$ cat src/inc/rcause_pkg.sv
// package: register map, reset values and timing constants for the reset-cause block
package rcause_pkg;
  // register word indices; the apb byte address is index * 4
  localparam logic [7:0] STATUS_IDX = 8'h03;
  localparam logic [7:0] RCAUSE_IDX = 8'h8e;
  localparam logic [7:0] OPTION_IDX = 8'h81;
  localparam logic [7:0] PORTDIR_IDX = 8'h85;
  localparam logic [7:0] INTCTL_IDX = 8'h0b;
  localparam logic [7:0] IRQFLAG_IDX = 8'h0c;
  localparam logic [7:0] IRQEN_IDX = 8'h8c;
  localparam logic [7:0] CFG_IDX = 8'hf0;
  localparam logic [7:0] EVENT_IDX = 8'hf1;
  localparam logic [7:0] PC_IDX = 8'hf2;
  localparam logic [7:0] TIMER_IDX = 8'hf3;
  // field positions
  localparam int BROWNOUT_FLAG_BIT = 0;
  localparam int POWERON_FLAG_BIT = 1;
  localparam int SW_BO_EN_BIT = 4;
  localparam int SLEEP_FLAG_BIT = 3;
  localparam int TIMEOUT_FLAG_BIT = 4;
  localparam int GLOBAL_IRQ_EN_BIT = 7;
  // reset values
  localparam logic [7:0] RCAUSE_IMPL_MASK = 8'h13;
  localparam logic [7:0] STATUS_POR_VAL = 8'h18;
  localparam logic [7:0] ALL_ONES = 8'hff;
  localparam logic [7:0] ALL_ZERO = 8'h00;
  localparam logic [12:0] RESET_VECTOR = 13'h0000;
  localparam logic [12:0] IRQ_VECTOR = 13'h0004;
  // timing
  localparam int OST_PERIODS = 1024;
  localparam int PWRT_MS = 64;
  localparam int CLK_HZ = 50_000_000;
  localparam int PWRT_CYCLES = PWRT_MS * (CLK_HZ / 1000);
  // reset/wake event codes
  typedef enum logic [2:0] {
    EV_NONE = 3'd0, EV_POR = 3'd1, EV_BROWNOUT = 3'd2, EV_DOG_RUN = 3'd3,
    EV_DOG_WAKE = 3'd4, EV_PIN_RUN = 3'd5, EV_PIN_SLEEP = 3'd6, EV_IRQ_WAKE = 3'd7
  } event_t;
  // oscillator configuration
  typedef enum logic [2:0] {
    OSC_SLOW_XTAL = 3'd0, OSC_XTAL = 3'd1, OSC_FAST_XTAL = 3'd2, OSC_RES_CAP = 3'd3,
    OSC_EXT_CLK = 3'd4, OSC_INT = 3'd5
  } osc_t;
  // start-up sequencer states, gray from ST_RUN through ST_PWRT to ST_OST; ST_OST to ST_RUN flips both bits
  typedef enum logic [1:0] {
    ST_RUN = 2'b00, ST_PWRT = 2'b01, ST_OST = 2'b11
  } seq_t;
endpackage

$ cat src/logic/reset_cause_and_init_state.sv
// reset-cause recording, register initialisation and start-up time-out sequencing
//
// Decided for this implementation: the APB interface to the registers.
`timescale 1ns/1ns
module reset_cause_and_init_state #(
  parameter int PWRT_COUNT = rcause_pkg::PWRT_CYCLES,
  parameter int OSC_DIV = 4
) (
  input wire logic clk,
  input wire logic reset,
  input wire logic psel,
  input wire logic penable,
  input wire logic pwrite,
  input wire logic [11:0] paddr,
  input wire logic [31:0] pwdata,
  output logic [31:0] prdata,
  output logic pready,
  output logic pslverr,
  input wire logic [2:0] event_code,
  input wire logic event_valid,
  input wire logic [7:0] port_pin_in,
  input wire logic [7:0] analog_sel,
  input wire logic [12:0] pc_next,
  output logic cpu_hold,
  output logic [12:0] pc_load,
  output logic pc_load_valid,
  output logic brownout_detect_en,
  output logic [7:0] port_read
);
  // apb state: all control/status registers
  logic [7:0] status_q, status_d, rcause_q, rcause_d, option_q, option_d, dir_q, dir_d;
  logic [7:0] intctl_q, intctl_d, irqf_q, irqf_d, irqe_q, irqe_d, latch_q, latch_d;
  logic [7:0] cfg_q, cfg_d, wake_src_q, wake_src_d;
  logic [2:0] last_ev_q, last_ev_d;
  logic [12:0] pc_q, pc_d;
  logic pcv_q, pcv_d;
  logic [31:0] prdata_q, prdata_d;
  logic [31:0] tmr_q, tmr_d;
  rcause_pkg::seq_t st_q, st_d;
  // three-flop sync for port pins
  logic [7:0] pin_s1_q, pin_s2_q, pin_s3_q, pin_stable_q, pin_stable_d;
  logic [9:0] idx;
  logic wr, rd, mapped;
  logic [1:0] bo_mode;
  logic pwrt_off, crystal;
  rcause_pkg::osc_t osc;
  rcause_pkg::event_t ev;

  function automatic logic is_crystal(input rcause_pkg::osc_t o);
    return (o == rcause_pkg::OSC_SLOW_XTAL) || (o == rcause_pkg::OSC_XTAL) ||
           (o == rcause_pkg::OSC_FAST_XTAL);
  endfunction

  // cfg register fields: [1:0] brown-out mode, [2] power-up timer off, [5:3] osc mode
  assign bo_mode = cfg_q[1:0];
  assign pwrt_off = cfg_q[2];
  assign osc = rcause_pkg::osc_t'(cfg_q[5:3]);
  assign crystal = is_crystal(osc);
  assign ev = rcause_pkg::event_t'(event_code);
  assign idx = paddr[11:2];
  assign wr = psel && penable && pwrite;
  assign rd = psel && !penable && !pwrite;
  assign pready = 1'b1;

  // decode: index compared against byte address / 4
  always_comb begin
    case (idx[7:0])
      rcause_pkg::STATUS_IDX, rcause_pkg::RCAUSE_IDX, rcause_pkg::OPTION_IDX,
      rcause_pkg::PORTDIR_IDX, rcause_pkg::INTCTL_IDX, rcause_pkg::IRQFLAG_IDX,
      rcause_pkg::IRQEN_IDX, rcause_pkg::CFG_IDX, rcause_pkg::EVENT_IDX,
      rcause_pkg::PC_IDX, rcause_pkg::TIMER_IDX: mapped = (idx[9:8] == 2'b00);
      default: mapped = 1'b0;
    endcase
  end
  assign pslverr = psel && penable && !mapped;

  // brown-out detector enable depends on mode; mode 00 disables it
  always_comb begin
    case (bo_mode)
      2'b00: brownout_detect_en = 1'b0;
      2'b01: brownout_detect_en = rcause_q[rcause_pkg::SW_BO_EN_BIT];
      2'b10: brownout_detect_en = (st_q == rcause_pkg::ST_RUN);
      default: brownout_detect_en = 1'b1;
    endcase
  end

  // register next-state: events take precedence over software writes in the same cycle
  always_comb begin
    status_d = status_q;
    rcause_d = rcause_q;
    option_d = option_q;
    dir_d = dir_q;
    intctl_d = intctl_q;
    irqf_d = irqf_q;
    irqe_d = irqe_q;
    latch_d = latch_q;
    cfg_d = cfg_q;
    wake_src_d = wake_src_q;
    last_ev_d = last_ev_q;
    pc_d = pc_q;
    pcv_d = 1'b0;
    // software writes; cause flags otherwise hold
    if (wr && mapped) begin
      case (idx[7:0])
        rcause_pkg::STATUS_IDX: status_d = {pwdata[7:5], status_q[4:3], pwdata[2:0]};
        rcause_pkg::RCAUSE_IDX: rcause_d = pwdata[7:0] & rcause_pkg::RCAUSE_IMPL_MASK;
        rcause_pkg::OPTION_IDX: option_d = pwdata[7:0];
        rcause_pkg::PORTDIR_IDX: dir_d = pwdata[7:0];
        rcause_pkg::INTCTL_IDX: intctl_d = pwdata[7:0];
        rcause_pkg::IRQFLAG_IDX: irqf_d = pwdata[7:0];
        rcause_pkg::IRQEN_IDX: irqe_d = pwdata[7:0];
        rcause_pkg::CFG_IDX: cfg_d = pwdata[7:0];
        rcause_pkg::EVENT_IDX: latch_d = pwdata[7:0];
        default: ;
      endcase
    end
    if (event_valid) begin
      last_ev_d = event_code;
      // every reset loads the reset vector; wakes continue at pc_next, an interrupt wake with the global enable set at IRQ_VECTOR
      pcv_d = (ev != rcause_pkg::EV_NONE);
      pc_d = rcause_pkg::RESET_VECTOR;
      if (ev == rcause_pkg::EV_DOG_WAKE || ev == rcause_pkg::EV_IRQ_WAKE) begin
        pc_d = pc_next;
        if (ev == rcause_pkg::EV_IRQ_WAKE && intctl_q[rcause_pkg::GLOBAL_IRQ_EN_BIT]) begin
          pc_d = rcause_pkg::IRQ_VECTOR;
        end
      end else if (ev != rcause_pkg::EV_NONE) begin
        // reset-state registers for all real resets
        option_d = rcause_pkg::ALL_ONES;
        dir_d = rcause_pkg::ALL_ONES;
        intctl_d = rcause_pkg::ALL_ZERO;
        irqf_d = rcause_pkg::ALL_ZERO;
        irqe_d = rcause_pkg::ALL_ZERO;
        status_d[7:5] = 3'b000;
      end
      unique case (ev)
        rcause_pkg::EV_POR: begin
          status_d = rcause_pkg::STATUS_POR_VAL;
          rcause_d = 8'h10;
          latch_d = rcause_pkg::ALL_ZERO; // undefined, zero chosen
        end
        rcause_pkg::EV_BROWNOUT: begin
          status_d[4:3] = 2'b11;
          rcause_d[rcause_pkg::BROWNOUT_FLAG_BIT] = 1'b0;
          rcause_d[rcause_pkg::SW_BO_EN_BIT] = 1'b1;
        end
        rcause_pkg::EV_DOG_RUN: status_d[rcause_pkg::TIMEOUT_FLAG_BIT] = 1'b0;
        rcause_pkg::EV_DOG_WAKE: status_d[4:3] = 2'b00;
        rcause_pkg::EV_PIN_SLEEP: status_d[4:3] = 2'b10;
        rcause_pkg::EV_IRQ_WAKE: begin
          status_d[4:3] = 2'b10;
          irqf_d = irqf_q | wake_src_d; // sets the flags of all sources enabled in wake_src_q
        end
        default: ; // pin reset while running: flags unchanged
      endcase
    end
    // wake-source latch mirrors irq enables; flags that caused wake come from software model
    wake_src_d = irqe_d;
  end

  // start-up time-out sequencer
  always_comb begin
    st_d = st_q;
    tmr_d = (tmr_q == 32'h0000_0000) ? tmr_q : tmr_q - 32'h0000_0001;
    if (event_valid && (ev == rcause_pkg::EV_POR || ev == rcause_pkg::EV_BROWNOUT)) begin
      if (!pwrt_off) begin
        st_d = rcause_pkg::ST_PWRT;
        tmr_d = 32'(PWRT_COUNT);
      end else if (crystal) begin
        st_d = rcause_pkg::ST_OST;
        tmr_d = 32'(rcause_pkg::OST_PERIODS * OSC_DIV);
      end
    end else if (event_valid && crystal &&
                 (ev == rcause_pkg::EV_DOG_WAKE || ev == rcause_pkg::EV_IRQ_WAKE)) begin
      st_d = rcause_pkg::ST_OST; // wake waits 1024 periods only
      tmr_d = 32'(rcause_pkg::OST_PERIODS * OSC_DIV);
    end else if (tmr_q <= 32'h0000_0001) begin
      unique case (st_q)
        rcause_pkg::ST_PWRT: begin
          st_d = crystal ? rcause_pkg::ST_OST : rcause_pkg::ST_RUN;
          tmr_d = crystal ? 32'(rcause_pkg::OST_PERIODS * OSC_DIV) : 32'h0000_0000;
        end
        rcause_pkg::ST_OST: st_d = rcause_pkg::ST_RUN;
        rcause_pkg::ST_RUN: st_d = rcause_pkg::ST_RUN;
      endcase
    end
  end

  // analog-selected pins read zero
  assign pin_stable_d = (pin_s2_q == pin_s3_q) ? pin_s3_q : pin_stable_q;
  assign port_read = pin_stable_q & ~analog_sel;
  assign cpu_hold = (st_q != rcause_pkg::ST_RUN);
  assign pc_load = pc_q;
  assign pc_load_valid = pcv_q;

  // read mux, captured in setup phase so data stands during access
  always_comb begin
    prdata_d = prdata_q;
    if (rd) begin
      prdata_d = 32'h0000_0000;
      case (idx[7:0])
        rcause_pkg::STATUS_IDX: prdata_d[7:0] = status_q;
        rcause_pkg::RCAUSE_IDX: prdata_d[7:0] = rcause_q & rcause_pkg::RCAUSE_IMPL_MASK;
        rcause_pkg::OPTION_IDX: prdata_d[7:0] = option_q;
        rcause_pkg::PORTDIR_IDX: prdata_d[7:0] = dir_q;
        rcause_pkg::INTCTL_IDX: prdata_d[7:0] = intctl_q;
        rcause_pkg::IRQFLAG_IDX: prdata_d[7:0] = irqf_q;
        rcause_pkg::IRQEN_IDX: prdata_d[7:0] = irqe_q;
        rcause_pkg::CFG_IDX: prdata_d[7:0] = cfg_q;
        rcause_pkg::EVENT_IDX: prdata_d[10:0] = {last_ev_q, latch_q};
        rcause_pkg::PC_IDX: prdata_d[12:0] = pc_q;
        rcause_pkg::TIMER_IDX: prdata_d = {st_q, tmr_q[29:0]};
        default: ;
      endcase
      if (idx[9:8] != 2'b00) begin
        prdata_d = 32'h0000_0000;
      end
    end
  end
  assign prdata = prdata_q;

  // register stage; reset loads the power-on register values, but the sequencer starts in ST_RUN with no hold
  always_ff @(posedge clk) begin
    pin_s1_q <= port_pin_in;
    pin_s2_q <= pin_s1_q;
    pin_s3_q <= pin_s2_q;
    if (reset) begin
      status_q <= rcause_pkg::STATUS_POR_VAL;
      rcause_q <= 8'h10;
      option_q <= rcause_pkg::ALL_ONES;
      dir_q <= rcause_pkg::ALL_ONES;
      intctl_q <= rcause_pkg::ALL_ZERO;
      irqf_q <= rcause_pkg::ALL_ZERO;
      irqe_q <= rcause_pkg::ALL_ZERO;
      latch_q <= rcause_pkg::ALL_ZERO;
      cfg_q <= rcause_pkg::ALL_ZERO;
      wake_src_q <= rcause_pkg::ALL_ZERO;
      last_ev_q <= 3'b000;
      pc_q <= rcause_pkg::RESET_VECTOR;
      pcv_q <= 1'b0;
      prdata_q <= 32'h0000_0000;
      tmr_q <= 32'h0000_0000;
      st_q <= rcause_pkg::ST_RUN;
      pin_stable_q <= rcause_pkg::ALL_ZERO;
    end else begin
      status_q <= status_d;
      rcause_q <= rcause_d;
      option_q <= option_d;
      dir_q <= dir_d;
      intctl_q <= intctl_d;
      irqf_q <= irqf_d;
      irqe_q <= irqe_d;
      latch_q <= latch_d;
      cfg_q <= cfg_d;
      wake_src_q <= wake_src_d;
      last_ev_q <= last_ev_d;
      pc_q <= pc_d;
      pcv_q <= pcv_d;
      prdata_q <= prdata_d;
      tmr_q <= tmr_d;
      st_q <= st_d;
      pin_stable_q <= pin_stable_d;
    end
  end
endmodule

$ cat config.mk
export PLATFORM = sky130hd
export DESIGN_NAME = reset_cause_and_init_state
export DESIGN_NICKNAME = d
export VERILOG_FILES = /design/src/inc/rcause_pkg.sv /design/src/logic/reset_cause_and_init_state.sv
export SDC_FILE = /design/constraint.sdc
export NUM_CORES = 1
export LEC_CHECK = 0
export BUFFER_PORTS_ARGS = -buffer_cell sky130_fd_sc_hd__buf_4
export CORE_UTILIZATION = 60
export DETAILED_ROUTE_END_ITERATION = 8
export GPL_ROUTABILITY_DRIVEN = 0
export GPL_TIMING_DRIVEN = 0
export PLACE_DENSITY = 0.87
export SETUP_SLACK_MARGIN = 0.1
export SLEW_MARGIN = 20
export SYNTH_ARGS = -nofsm -noshare
export SYNTH_HDL_FRONTEND = slang
export SYNTH_SLANG_ARGS = --single-unit
$ cat constraint.sdc
create_clock -name clk -period 5.7 [get_ports clk]
set_input_delay 1.14 -clock clk [delete_from_list [all_inputs] [get_ports clk]]
set_output_delay 1.14 -clock clk [all_outputs]
set_load 0.02 [all_outputs]
Word-level counts from Yosys, hierarchy flattened
Cells that the tools add are included.

Add/subtract/negate cells: 1. Reduce and logical (&&, ||, !) cells: 35. Bitwise gates (word level): 4. Eq/ne operators: 25. $lt $le $gt $ge: 1. Muxes and demuxes: 70.

Operators by type and width (count): two-way mux 8 bit (36); two-way mux 32 bit (8); case mux 8 bit (11 select lines) (1); == test 8 bit, second input constant (8); two-way mux 13 bit (3); less-or-equal comparator 32 x 1 -> 1 bit, second input constant (1); zero test 32 bit (1); subtractor 32 x 1 -> 32 bit, second input constant (1); two-way mux 19 bit (1); two-way mux 3 bit (6); == test 8 x 4 -> 1 bit, second input constant (2); two-way mux 2 bit (6); OR reduction 11 bit (1); logical AND 1 bit (10); == test 3 x 2 -> 1 bit, second input constant (3); == test 3 bit, second input constant (3); case mux 3 bit (3 select lines) (1); bitwise AND 8 bit (1); == test 8 x 2 -> 1 bit, second input constant (1); == test 8 bit (1); NOT 8 bit (1); OR 8 bit (1); case mux 2 bit (2 select lines) (2); OR reduction 2 bit (4); other kinds (17) (33).

Register bits after elaboration: 187. Bits of input ports: 82.

Longest topological paths before layout
Word-level depth: 9. Mapped depth: 9.

Worst setup path before layout
No wires, ideal clock.

Kind: input port to output port. Start: input paddr[6]. End: output pslverr. Buffers on the path: 0. Path slack: 1.982 ns. Stages on the path: 5. Data required time: 4.560 ns. Arrival: 2.578 ns. Cell sequence: or4b_4 or3_4 o21ai_2 nor4_1 o311a_1.

Longest elaborated chain between the ends: 5. Elaborated cells between the ends (all ways): 15.

RTL lines: from (decl) (RTL line reset_cause_and_init_state.sv:14) `input wire logic [11:0] paddr,`; == test 8 bit (tied with other cells) (RTL line reset_cause_and_init_state.sv:67) `case (idx[7:0])`; OR reduction 11 bit (*) (RTL line reset_cause_and_init_state.sv:67); two-way mux 1 bit (*) (RTL line reset_cause_and_init_state.sv:67); zero test 1 bit (*) (RTL line reset_cause_and_init_state.sv:75) `assign pslverr = psel && penable && !mapped;`; logical AND 1 bit (*) (RTL line reset_cause_and_init_state.sv:75); to (decl) (RTL line reset_cause_and_init_state.sv:18) `output logic pslverr,`.

Every way passes the cells marked *; elsewhere a longest branch is shown, timed or not.

Worst setup path after layout
Start: input paddr[5]. End: output pslverr.

Same word-level chain as after synthesis.

==> impl_metrics.json <==
{
  "synth-edff-count": 0,
  "finalMaxSlewViolations": 0,
  "clk_root_buffer_cell": "clkbuf_16",
  "min_path_cells": 0,
  "synth.net_count": 937,
  "finalPower_mw": 4.10,
  "dr.pass1.iters": 6,
  "fmax_mhz": 246,
  "io_buffers": 101,
  "syn_to_final_growth_pct": 20.4,
  "synth-seq-cells": 182,
  "r2r_slack_ns": 3.01,
  "grt_pass1_wl_mm": 33.3,
  "maxSlewHeadroom": 0.284,
  "clkTransAtPathRegs_ns": 0.06,
  "antenna_found_initial": 0,
  "initial_core_util": 0.615,
  "hold_viol": 0,
  "hp-class": "reg -> reg",
  "clk_latency_ns": 0.44,
  "fin_nets": 1057,
  "maxCapViolCount": 0,
  "drc_errors": 0,
  "cp_max_fo": 9,
  "grt_max_degree": 17,
  "peakVddDrop_mv": 0.470,
  "rsz0062_at_grt": "false",
  "fin_crit_ns": 4.06,
  "fp.dieW_um": 116,
  "row_count": 41,
  "overflow": 0,
  "worstHoldStart": "pin_s1_q[3]",
  "r2r-end": "tmr_q[16]",
  "cts_buffers": 17,
  "place_area_um2": 8730,
  "finalWirelength_mm": 21.0,
  "setup_violations": 0,
  "cts.path.max_buffers": 2,
  "numClockSinks": 182,
  "min_to": "pin_s2_q[3]",
  "dieArea_um2": 13400,
  "async_flop_share": 0,
  "die_h_um": 116,
  "dp_cells": 1123,
  "fin_worst_skew_ns": 0.00825,
  "timing.final.crit_share": 0.712,
  "via_per_inst": 6.11,
  "synth-main-ff-cell": "dfxtp_1",
  "drive_gt1_frac": 0.185,
  "fin_tns_setup_ns": 0,
  "p_leak_nw": 3.72,
  "fin_cells": 1155,
  "startpoint": "paddr[5]",
  "status": "finished clean",
  "place_hpwl_mm": 14.8,
  "avgSynthCellArea_um2": 9.13,
  "htreeDepth": 4,
  "cp_data_arrival_time_ns": 2.92,
  "cts_tree": "yes",
  "worstPathRequired_ns": 4.56,
  "cts_resized": 0,
  "pwr_density_cell_nw_per_um2": 439,
  "vias": 7052,
  "tightest_slew_ns": 1.07,
  "drt_iter0_markers": 629,
  "startpoint_type": "primary input",
  "crit_path_end_kind": "output port",
  "stdcell_area_um2": 9340,
  "fp.coreArea_um2": 12600,
  "ys_types": 58,
  "syn_inst": 850,
  "diodes": 0,
  "worstRegToRegCells": 8,
  "wl_per_cell_um": 18.2,
  "netlist_area_um2": 7760,
  "cts-hold-fix-buffers": 0,
  "grt_pass1_vias": 6817,
  "pin_count": 140,
  "worstSetupPathType": "in -> out",
  "drtAntennaViolNets": 0,
  "yosys_warnings": 0,
  "ys_seq_area_frac": 0.470,
  "post_cts_buffers": 0,
  "r2r-start": "tmr_q[14]",
  "grt_use_total": 0.324
}
==> synthesized netlist by cell type (all sizes together), types with 9 or more instances <==
library cell | count | area, um^2
a21oi | 47 | 235
a222oi | 10 | 100
a22oi | 42 | 330
buf | 15 | 76.3
clkbuf | 43 | 161
dfxtp | 182 | 3640
inv | 16 | 60.1
mux2i | 47 | 470
nand2 | 87 | 327
nand3 | 32 | 160
nor2 | 117 | 439
nor2b | 10 | 62.6
nor3 | 21 | 120
nor4 | 30 | 230
o21ai | 9 | 48.8
xnor2 | 22 | 193
xor2 | 14 | 123
==> cell families (layout without fill, tap and decap cells) <==
logic type | Yosys count | count (layout) | synth area share
AND/OR/NAND/NOR | 350 | 350 | 0.222
flip-flops | 182 | 182 | 0.470
AO/OA/AOI/OAI | 140 | 140 | 0.128
buffers and inverters | 75 | 208 | 0.0389
multiplexers | 61 | 61 | 0.0926
XOR/XNOR | 36 | 36 | 0.0406
adder cells (fa/ha/maj) | 5 | 5 | 0.00806
other | 1 | 1 | 0.000483
==> layer usage <==
layer,track usage,wire (um),part of all wire,vias up
met1,0.375,8240,0.39,3409
met3,0.0706,1490,0.071,69
li1,-,-,-,3266
met5,0,0,0,-
met4,0.162,794,0.038,0
met2,0.569,10400,0.50,308
==> cells in the final DEF, fill, tap and decap left out, drive strengths merged, types with 5 or more instances in the layout <==
cell,Yosys,final
mux4,8,8
nand3,32,32
or3,8,8
xnor2,22,22
a32oi,5,5
or4,5,5
buf,15,116
nand2,87,87
mux2i,47,47
nand3b,8,8
nand2b,6,6
a221oi,6,6
a21oi,47,47
inv,16,16
and3,6,6
nor3,21,21
o21ai,9,9
clkinv,1,12
clkbuf,43,60
xor2,14,14
or2,5,5
nor2b,10,10
ha,5,5
nor4,30,30
nor2,117,117
a222oi,10,10
dfxtp,182,182
mux2,6,6
a22oi,42,42
==> registers in the layout, indices dropped and copies added, names as in the netlist, 8 cells and up <==
signal / cells
option_q: 8
pin_stable_q: 8
irqf_q: 8
dir_q: 8
pc_load: 13
wake_src_q: 8
tmr_q: 32
prdata: 32
pin_s1_q: 8
latch_q: 8
cfg_q: 8
pin_s2_q: 8
pin_s3_q: 8
status_q: 8
intctl_q: 8
==> area by class of cell <==
class	count	area (um^2)
clock inverters	15	186
multi-input cells	593	3810
repair buffers	101	758
fillers	942	3280
flip-flops and latches	182	3640
clock buffers	17	425
plain buffers	58	238
inverters	17	63.8
well taps	172	215
==> worst max-delay path by stage <==
stage / end / cells past startpoint
floorplan: pslverr / 5
global placement: pslverr / 7
detailed placement: pslverr / 8
CTS: pslverr / 7
global route: pslverr / 7
finish: pslverr / 7
==> worst max-delay path: stages <==
cell and delay (ns):
clkbuf_1 0.32, nor2_1 0.17, nand2_1 0.27, inv_1 0.12
nor4_1 0.54, o311a_1 0.22, buf_4 0.14
==> power by group <==
part / internal [mW] / leakage (nW) / switching (mW)
registers: 1.40 / 1.48 / 0.158
logic: 0.511 / 1.93 / 0.815
clock network: 0.728 / 0.310 / 0.489
==> metrics by stage <==
stage | utilization | hold slack (ns) | setup WS (ns)
2_1_floorplan | - | 0.310 | 1.98
3_3_place_gp | 0.692 | 0.311 | 1.69
3_5_place_dp | 0.692 | 0.313 | 1.67
4_1_cts | 0.740 | 0.326 | 1.67
5_1_grt | 0.740 | 0.331 | 1.54
6_report | 0.740 | 0.325 | 1.64
Note: power is estimated with default switching activity, not from simulation.
